`src/sld_pkg.sv`:
```
// Package for the static segment display driver: pin indices, counts, timing.
// Assumes a single 100 MHz clock domain; all pins except update_hold are sampled into it.
package sld_pkg;

  // Display geometry.
  localparam int SEG_COUNT = 40;
  localparam int GROUP_LOW_LAST = 16;

  // Clock rate and internal oscillator timing.
  localparam longint CLK_HZ = 100000000;
  localparam longint OSC_HZ = 32000;
  localparam logic [10:0] OSC_HALF_CYCLES = 11'(CLK_HZ / (2 * OSC_HZ));

  // Divider chain: width and tap bit positions (tap n divides by 2**(n+1)).
  localparam int DIV_W = 15;
  localparam int TAP_DIV16 = 3;
  localparam int TAP_DIV32 = 4;
  localparam int TAP_DIV64 = 5;
  localparam int TAP_DIV128 = 6;
  localparam int TAP_DIV256 = 7;
  localparam int TAP_DIV8192 = 12;
  localparam int TAP_DIV16384 = 13;
  localparam int TAP_DIV32768 = 14;

  // Index of each sampled pin in the synchroniser vector.
  localparam int PIN_COUNT = 12;
  localparam int PIN_DIN = 0;
  localparam int PIN_SCLK = 1;
  localparam int PIN_LOAD = 2;
  localparam int PIN_BEN_N = 3;
  localparam int PIN_OEN_N = 4;
  localparam int PIN_SEN_LO_N = 5;
  localparam int PIN_SEN_HI_N = 6;
  localparam int PIN_CEN_A_N = 7;
  localparam int PIN_CEN_B_N = 8;
  localparam int PIN_FIN = 9;
  localparam int PIN_DISPLAY_CLOCK_IN = 10;
  localparam int PIN_BCLK = 11;

  // Event queue between pin sampling and the shift register.
  localparam int EVQ_W = 2;
  localparam int EVQ_DEPTH = 32;
  localparam int EVQ_KIND = 1;
  localparam int EVQ_BIT = 0;

  // Reset values.
  localparam logic [SEG_COUNT-1:0] SEG_RESET = 40'h00_0000_0000;
  localparam logic [PIN_COUNT-1:0] PIN_RESET = 12'hFFF;

endpackage

```
`src/sld_driver.sv`:
```
// Static 40-segment display driver: serial shift, load, divider, blink, commons.
// Assumes all pin inputs are asynchronous to clk and at least 0.4 us wide.
//
// Contract
// - A load strobe copies the whole shift register into the display register.
// - Last stage of the 40-bit shift register drives the serial data output.
// - Low group enable gates segments 1 to 16 together.
// - High group enable gates segments 17 to 40 together.
// - Every enable input is active low.
// - Each common output has its own independent enable.
// - Internal oscillator runs only while enabled, on its own output.
// - Divider gives display taps at 1/16, 1/32, 1/64, 1/128, 1/256.
// - Same divider gives blink taps at 1/8192, 1/16384, 1/32768.
// - Drive timing comes from the separate display clock input.
// - Blink timing comes from the blink clock input, only while blink enabled.
// - Load, shift clock, blink, display clock and group enables pass to next chip.
// - One bit shifts in per shift clock rise; load rise latches the register.
// - Enabled commons carry the inverse of the display clock.
// - Disabled segment outputs are driven low.
`timescale 1ns/100ps
module sld_driver (
  input wire logic clk,
  input wire logic rst,
  input wire logic serial_data_in,
  input wire logic serial_shift_clock,
  input wire logic load,
  input wire logic blink_enable_n,
  input wire logic osc_enable_n,
  input wire logic seg_group_low_enable_n,
  input wire logic seg_group_high_enable_n,
  input wire logic common_a_enable_n,
  input wire logic common_b_enable_n,
  input wire logic divider_clock_in,
  input wire logic display_clock_in,
  input wire logic blink_clock_in,
  input wire logic update_hold,
  output logic serial_ready,
  output logic serial_data_out,
  output logic [39:0] segment_out,
  output logic common_out_a,
  output logic common_out_b,
  output logic osc_out,
  output logic [4:0] display_clock_taps,
  output logic [2:0] blink_clock_taps,
  output logic load_thru,
  output logic serial_shift_clock_thru,
  output logic blink_enable_thru_n,
  output logic display_clock_thru,
  output logic seg_group_low_enable_thru_n,
  output logic seg_group_high_enable_thru_n
);

  localparam int N = sld_pkg::SEG_COUNT;
  localparam int P = sld_pkg::PIN_COUNT;

  typedef struct packed {
    logic [P-1:0] sync1;
    logic [P-1:0] sync2;
    logic [P-1:0] prev;
    logic load_pending;
    logic [N-1:0] shift;
    logic [N-1:0] disp;
    logic [N-1:0] seg;
    logic [sld_pkg::DIV_W-1:0] div;
    logic [10:0] osc_cnt;
    logic osc;
    logic blink_off;
    logic com_a;
    logic com_b;
  } sld_state_t;

  sld_state_t st_r;
  sld_state_t st_nxt;

  logic evq_in_valid;
  logic evq_in_ready;
  logic [sld_pkg::EVQ_W-1:0] evq_in_data;
  logic evq_out_valid;
  logic [sld_pkg::EVQ_W-1:0] evq_out_data;
  logic evq_out_ready;

  // Rising edge of a synchronised pin, seen against its value one cycle ago.
  function automatic logic rose(input logic [P-1:0] cur, input logic [P-1:0] old,
                                input int idx);
    rose = cur[idx] && !old[idx];
  endfunction

  //////////////////////////////////////////////////////////////////////////////
  // Pad pass-through to the next chained chip. These are plain wires on the
  // die, so they are not resampled; a chained chip synchronises them itself.
  assign load_thru = load;
  assign serial_shift_clock_thru = serial_shift_clock;
  assign blink_enable_thru_n = blink_enable_n;
  assign display_clock_thru = display_clock_in;
  assign seg_group_low_enable_thru_n = seg_group_low_enable_n;
  assign seg_group_high_enable_thru_n = seg_group_high_enable_n;

  //////////////////////////////////////////////////////////////////////////////
  // Shift and load events enter the queue in pin order, so a load always
  // follows the bits shifted before it. A load seen in the same cycle as a
  // shift edge waits one cycle in load_pending rather than being lost.
  logic shift_edge;
  logic load_edge;
  assign shift_edge = rose(st_r.sync2, st_r.prev, sld_pkg::PIN_SCLK);
  assign load_edge = rose(st_r.sync2, st_r.prev, sld_pkg::PIN_LOAD);
  assign evq_in_valid = shift_edge || st_r.load_pending || load_edge;
  assign evq_in_data = shift_edge ? {1'b0, st_r.sync2[sld_pkg::PIN_DIN]} : 2'h2;
  assign evq_out_ready = !update_hold;
  assign serial_ready = evq_in_ready;

  sld_fifo #(
    .WIDTH(sld_pkg::EVQ_W),
    .DEPTH(sld_pkg::EVQ_DEPTH)
  ) u_evq (
    .clk(clk),
    .rst(rst),
    .in_valid(evq_in_valid),
    .in_ready(evq_in_ready),
    .in_data(evq_in_data),
    .out_valid(evq_out_valid),
    .out_ready(evq_out_ready),
    .out_data(evq_out_data)
  );

  //////////////////////////////////////////////////////////////////////////////
  // Next-state logic for the whole driver.
  logic [N-1:0] group_mask;
  logic fin_edge;
  logic bclk_edge;
  always_comb begin
    st_nxt = st_r;
    // Two-stage synchroniser; stage one feeds stage two only.
    st_nxt.sync1 = {blink_clock_in, display_clock_in, divider_clock_in,
                    common_b_enable_n, common_a_enable_n, seg_group_high_enable_n,
                    seg_group_low_enable_n, osc_enable_n, blink_enable_n, load,
                    serial_shift_clock, serial_data_in};
    st_nxt.sync2 = st_r.sync1;
    st_nxt.prev = st_r.sync2;

    // A load edge blocked by a shift edge is retried next cycle.
    if (shift_edge && load_edge) begin
      st_nxt.load_pending = 1'b1;
    end else if (!shift_edge) begin
      st_nxt.load_pending = 1'b0;
    end

    // Queue drain: bits shift toward the top so the first bit sent ends on
    // segment 40 and is the bit presented to the next chip.
    if (evq_out_valid && evq_out_ready) begin
      if (evq_out_data[sld_pkg::EVQ_KIND]) begin
        st_nxt.disp = st_r.shift;
      end else begin
        st_nxt.shift = {st_r.shift[N-2:0], evq_out_data[sld_pkg::EVQ_BIT]};
      end
    end

    // Divider chain counts rising edges of the divider clock pin.
    fin_edge = rose(st_r.sync2, st_r.prev, sld_pkg::PIN_FIN);
    if (fin_edge) begin
      st_nxt.div = st_r.div + 1'b1;
    end

    // Oscillator is derived from clk and held low while disabled.
    if (st_r.sync2[sld_pkg::PIN_OEN_N]) begin
      st_nxt.osc = 1'b0;
      st_nxt.osc_cnt = '0;
    end else if (st_r.osc_cnt == sld_pkg::OSC_HALF_CYCLES - 11'h001) begin
      st_nxt.osc = !st_r.osc;
      st_nxt.osc_cnt = '0;
    end else begin
      st_nxt.osc_cnt = st_r.osc_cnt + 11'h001;
    end

    // Blink phase flips on each blink clock rise; it restarts visible when off.
    bclk_edge = rose(st_r.sync2, st_r.prev, sld_pkg::PIN_BCLK);
    if (st_r.sync2[sld_pkg::PIN_BEN_N]) begin
      st_nxt.blink_off = 1'b0;
    end else if (bclk_edge) begin
      st_nxt.blink_off = !st_r.blink_off;
    end

    // Segment groups are gated as a whole and fall to ground when disabled.
    group_mask = '0;
    for (int i = 0; i < N; i++) begin
      if (i < sld_pkg::GROUP_LOW_LAST) begin
        group_mask[i] = !st_r.sync2[sld_pkg::PIN_SEN_LO_N];
      end else begin
        group_mask[i] = !st_r.sync2[sld_pkg::PIN_SEN_HI_N];
      end
    end
    st_nxt.seg = st_r.blink_off ? '0 : (st_r.disp & group_mask);

    // Commons invert the display clock and sit at ground when disabled.
    st_nxt.com_a = !st_r.sync2[sld_pkg::PIN_CEN_A_N] &&
                   !st_r.sync2[sld_pkg::PIN_DISPLAY_CLOCK_IN];
    st_nxt.com_b = !st_r.sync2[sld_pkg::PIN_CEN_B_N] &&
                   !st_r.sync2[sld_pkg::PIN_DISPLAY_CLOCK_IN];
  end

  //////////////////////////////////////////////////////////////////////////////
  // State register. Reset stands in for the power-on clear of both registers.
  always_ff @(posedge clk) begin
    if (rst) begin
      st_r.sync1 <= sld_pkg::PIN_RESET;
      st_r.sync2 <= sld_pkg::PIN_RESET;
      st_r.prev <= sld_pkg::PIN_RESET;
      st_r.load_pending <= 1'b0;
      st_r.shift <= sld_pkg::SEG_RESET;
      st_r.disp <= sld_pkg::SEG_RESET;
      st_r.seg <= sld_pkg::SEG_RESET;
      st_r.div <= '0;
      st_r.osc_cnt <= '0;
      st_r.osc <= 1'b0;
      st_r.blink_off <= 1'b0;
      st_r.com_a <= 1'b0;
      st_r.com_b <= 1'b0;
    end else begin
      st_r <= st_nxt;
    end
  end

  //////////////////////////////////////////////////////////////////////////////
  // Outputs, all taken from flip-flops.
  assign serial_data_out = st_r.shift[N-1];
  assign segment_out = st_r.seg;
  assign common_out_a = st_r.com_a;
  assign common_out_b = st_r.com_b;
  assign osc_out = st_r.osc;
  assign display_clock_taps = {st_r.div[sld_pkg::TAP_DIV256], st_r.div[sld_pkg::TAP_DIV128],
                               st_r.div[sld_pkg::TAP_DIV64], st_r.div[sld_pkg::TAP_DIV32],
                               st_r.div[sld_pkg::TAP_DIV16]};
  assign blink_clock_taps = {st_r.div[sld_pkg::TAP_DIV32768], st_r.div[sld_pkg::TAP_DIV16384],
                             st_r.div[sld_pkg::TAP_DIV8192]};

endmodule

```
`src/sld_fifo.sv`:
```
// Synchronous FIFO with valid/ready on both sides, flip-flop storage.
// Assumes writer and reader share clk; rst is synchronous, active high.
`timescale 1ns/100ps
module sld_fifo #(
  parameter int WIDTH = 2,
  parameter int DEPTH = 32
) (
  input wire logic clk,
  input wire logic rst,
  input wire logic in_valid,
  output logic in_ready,
  input wire logic [WIDTH-1:0] in_data,
  output logic out_valid,
  input wire logic out_ready,
  output logic [WIDTH-1:0] out_data
);

  localparam int AW = $clog2(DEPTH);
  localparam logic [AW:0] FULL_COUNT = (AW + 1)'(DEPTH);

  typedef struct packed {
    logic [DEPTH-1:0][WIDTH-1:0] mem;
    logic [AW-1:0] wp;
    logic [AW-1:0] rp;
    logic [AW:0] cnt;
  } sld_fifo_state_t;

  sld_fifo_state_t st_r;
  sld_fifo_state_t st_nxt;
  logic do_wr;
  logic do_rd;

  // Full and empty come straight from the occupancy count.
  assign in_ready = (st_r.cnt != FULL_COUNT);
  assign out_valid = (st_r.cnt != '0);
  assign out_data = st_r.mem[st_r.rp];
  assign do_wr = in_valid && in_ready;
  assign do_rd = out_valid && out_ready;

  // Pointers wrap naturally because the depth is a power of two.
  always_comb begin
    st_nxt = st_r;
    if (do_wr) begin
      st_nxt.mem[st_r.wp] = in_data;
      st_nxt.wp = st_r.wp + 1'b1;
    end
    if (do_rd) begin
      st_nxt.rp = st_r.rp + 1'b1;
    end
    if (do_wr && !do_rd) begin
      st_nxt.cnt = st_r.cnt + 1'b1;
    end else if (do_rd && !do_wr) begin
      st_nxt.cnt = st_r.cnt - 1'b1;
    end
  end

  // Storage is not cleared on reset; only the pointers matter.
  always_ff @(posedge clk) begin
    if (rst) begin
      st_r.mem <= st_nxt.mem;
      st_r.wp <= '0;
      st_r.rp <= '0;
      st_r.cnt <= '0;
    end else begin
      st_r <= st_nxt;
    end
  end

endmodule

```
`config.mk`:
```
export PLATFORM = sky130hd
export DESIGN_NAME = sld_driver
export DESIGN_NICKNAME = d
export VERILOG_FILES = /design/src/sld_pkg.sv /design/src/sld_driver.sv /design/src/sld_fifo.sv
export SDC_FILE = /design/constraint.sdc
export NUM_CORES = 1
export LEC_CHECK = 0
export BUFFER_PORTS_ARGS = -buffer_cell sky130_fd_sc_hd__buf_2
export CORE_MARGIN = 3
export CORE_UTILIZATION = 40
export DETAILED_ROUTE_END_ITERATION = 7
export MAX_ROUTING_LAYER = met4
export SLEW_MARGIN = 10
export SYNTH_ARGS = -nofsm -noshare
export SYNTH_HDL_FRONTEND = slang
export SYNTH_SLANG_ARGS = --single-unit
export TNS_END_PERCENT = 30
```
`constraint.sdc`:
```
create_clock -name clk -period 5.2 [get_ports clk]
set_input_delay 0.78 -clock clk [delete_from_list [all_inputs] [get_ports clk]]
set_output_delay 0.78 -clock clk [all_outputs]
set_load 0.01 [all_outputs]
```
==> key figures <==
Logic synthesis
  • Area contributors post-synth: dfxtp_1 (38%), edfxtp_1 (19%), mux2i_1 (10%), nand2b_1 (4.9%), buf_4 (4.0%)
  • YS warnings: 0
  • Post-synth EDFFs: 64
  • Synthesized instance count: 875
  • Seq/Total Area, Yosys: 56.8%
  • Flops & latches, synth: 259
  • Share of the synthesized area in the top cell type: 38.1%
  • Mapped cell area: 10200 sq um
  • Primary FF master, synth: dfxtp_1
  • Net Count, Synth: 904
  • Async set or reset register ratio after synthesis: 0%
  • Post-synth cell types: 46
  • Average size of a mapped cell: 11.7 sq um
  • Largest area contributor in the netlist: dfxtp_1

Route
  • DRT Wirelength: 16800 um
  • Total vias in the final route: 5716
  • Met3 WL: 712 um
  • Number of DRC markers in iteration 0: 321
  • Post-route DRC: 0
  • Routed Antenna Nets: 0
  • Met2 wire length: 7450 um
  • DR WL/cell: 13.6 um
  • Max Used Layer: met4
  • Vias per inst: 4.62
  • Metal1 wirelength: 8320 um
  • First-pass DRT Iterations: 4

Floorplanning
  • Chip height: 166 um
  • DIE WIDTH: 166 um
  • # IOs: 74
  • Initial core utilization: 41.4%
  • Rows: 57
  • Die Footprint: 27600 sq um
  • Core area: 24700 sq um

STA
  • Hold Fails Final Rpt: 0
  • Final period utilization: 65.2%
  • RSZ-0062 raised after global routing: false
  • Setup tns final: 0 ns
  • Setup-failing EPs final: 0
  • Fin Hold WS: 0.384 ns
  • Slew at the pin with the worst max-slew slack: 1.16 ns
  • Final worst path period need: 3.39 ns
  • Setup Skew: 0.00851 ns
  • Fmax: 295 MHz
  • Final Slew Violations: 0
  • Max_slew headroom: 22.7%

Critical path
  • RR Endpoint: u_evq.st_r[5]
  • R2R depth: 11
  • Reg2reg setup slack: 1.81 ns
  • CP Buf/Inv Count: 2
  • Worst EP arrival: 3.82 ns
  • Worst r2r src: u_evq.st_r[0]
  • Req. time, crit path: 5.63 ns
  • Crit-path cells: nor4_1 -> a31oi_2 -> inv_1 -> ha_1 -> inv_1 -> ha_1 -> a21o_1 -> a21o_1 -> a211o_1 -> o211ai_1 -> mux2_2
  • Crit. End Element: register
  • Startpoint Class: register
  • Max Fanout on Critical Path: 8
  • CP max-delay cell: nor4_1
  • Top Family by Delay on Critical Path: compound AO/OA/AOI/OAI gates
  • Crit path kind: reg2reg
  • Largest stage delay on the critical path: 0.48 ns

Clock tree
  • Root Driver: clkbuf_16
  • CTS resizes: 0
  • CTS Sinks: 259
  • Htree depth: 1
  • Clock Path Buffers: 3
  • CTS tree: built
  • Worst skew pair latency: 0.54 ns
  • Num CTS Buffers: 29
  • Post CTS Setup Buffer Count: 0
  • Reg clk slew, reported paths: 0.06 ns
  • Hold buffers post-CTS: 0

Flow run
  • Max Cap Violations: 0

Finish
  • Commonest non-fill, non-tap cell in the layout: dfxtp_1
  • Fraction of layout instances using a drive strength above 1: 18.9%
  • Layout Nets: 918
  • ANT cells: 0
  • Most frequent cells in the layout: dfxtp_1 (195), mux2i_1 (105), nand2b_1 (81)
  • Area growth syn-to-layout: 11.4%

Power
  • NetSw: 1160 uW
  • Internal power: 3640 uW
  • Gate power share: 12.0%
  • Sw Ratio: 24.2%
  • Pwr dens: 421 nW/um^2
  • Static leakage: 0.00432 uW
  • Clk pwr share: 43.3%
  • Peak supply drop: 300 uV
  • Reg power frac: 44.7%

GRT
  • First-pass GRT wire length: 28400 um
  • GRT Util Overall: 12.5%
  • Number of global-route vias before repair: 5688
  • Remaining Overflow, GRT: 0
  • Largest net degree at the start of global routing: 95
  • Initial antenna violation count: 0

Run status
  • Status: finished clean

Place
  • Post-DP HPWL: 10200 um
  • Final RePlAce weighted congestion: 0.760
  • I/O Buffers: 73

Worst hold path
  • Hold crit path type: reg2reg
  • Hold Crit Start: st_nxt[154]
  • Worst hold stages: 1
  • Hold Path Sink: st_r[2]
## synth_stat cells, types with 12 or more instances
| cell type | number |
|---|---|
| nand3_1 | 16 |
| or2_2 | 28 |
| and2_1 | 44 |
| nand2b_1 | 81 |
| xnor2_1 | 16 |
| buf_4 | 55 |
| nor3_1 | 12 |
| edfxtp_1 | 64 |
| ha_1 | 13 |
| mux2i_1 | 105 |
| clkbuf_1 | 29 |
| nand2_1 | 24 |
| xor2_1 | 20 |
| nor2_1 | 78 |
| inv_1 | 13 |
| dfxtp_1 | 195 |
## registers in the layout, summed over array words and instances (netlist names), 3 cells and up
name,count
segment_out,40
blink_clock_taps,3
display_clock_taps,5
st_r,103
st_nxt,24
u_evq.st_r,80
## layout make-up
type                       count  area [sq um]
clock inverter                 6          60.1
inverter                      13          48.8
clock buffer                  48           965
tap                          324           405
sequential                   259          5830
fill                        2301         13300
timing repair buffer          79           413
multi-input combinational    507          3700
## worst max-delay path by stage
stage | depth (start not counted) | start | slack, ns | to
5_1_grt | 11 | u_evq.st_r[0] | 1.61 | u_evq.st_r[5]
2_1_floorplan | 12 | u_evq.st_r[0] | 2.05 | u_evq.st_r[5]
6_report | 11 | u_evq.st_r[0] | 1.81 | u_evq.st_r[5]
3_5_place_dp | 11 | update_hold | 1.62 | u_evq.st_r[5]
4_1_cts | 11 | u_evq.st_r[0] | 1.84 | u_evq.st_r[5]
3_3_place_gp | 11 | update_hold | 1.67 | u_evq.st_r[5]
## routing by layer
| metal | vias to the layer above | track usage, % |
|---|---|---|
| met5 | - | - |
| met4 | 0 | 3.47 |
| met3 | 22 | 2.64 |
| met2 | 99 | 19.2 |
| met1 | 2663 | 16.8 |
| li1 | 2932 | - |
## worst register-to-register path, delay by kind of cell (launching register included)
| family | cells | cell delay [ns] |
|---|---|---|
| adders and majority gates | 2 | 0.56 |
| buffers and inverters | 2 | 0.43 |
| AOI/OAI and AO/OA | 5 | 1.10 |
| DFF | 1 | 0.35 |
| muxes | 1 | 0.35 |
| and+or+nand+nor | 1 | 0.49 |
## power by group through the flow
| stage | clock [uW] | combinational (uW) | sequential [uW] |
|---|---|---|---|
| 6_report | 2080 | 578 | 2150 |
| 5_1_grt | 2230 | 632 | 2160 |
| 4_1_cts | 2140 | 582 | 2150 |
| 3_5_place_dp | 0 | 578 | 2190 |
| 3_3_place_gp | 0 | 579 | 2190 |
| 2_1_floorplan | 0 | 570 | 2160 |
## kinds of logic (layout without fill, tap and decap cells)
logic type | count (synthesis) | after routing | share of synthesized area [%]
multiplexers | 116 | 116 | 12.6
AND/OR/NAND/NOR | 316 | 316 | 16.7
adder cells (fa/ha/maj) | 14 | 14 | 1.78
XOR/XNOR | 36 | 36 | 3.08
buffers and inverters | 109 | 146 | 7.17
AO/OA/AOI/OAI | 25 | 25 | 1.86
flip-flops | 259 | 259 | 56.8
## metrics by stage
stage	total power (uW)	setup WS, ns	instance area [sq um]	utilization, %	instances
after global routing	5020	1.61	11400	46.1	1236
final	4810	1.81	11400	46.1	1236
after global placement	2770	1.67	10400	42.0	1182
after detailed placement	2770	1.62	10400	42.0	1182
after CTS	4870	1.84	11400	46.1	1236
after floorplan	2730	2.05	10200	-	875
(Power assumes the default switching activity.)
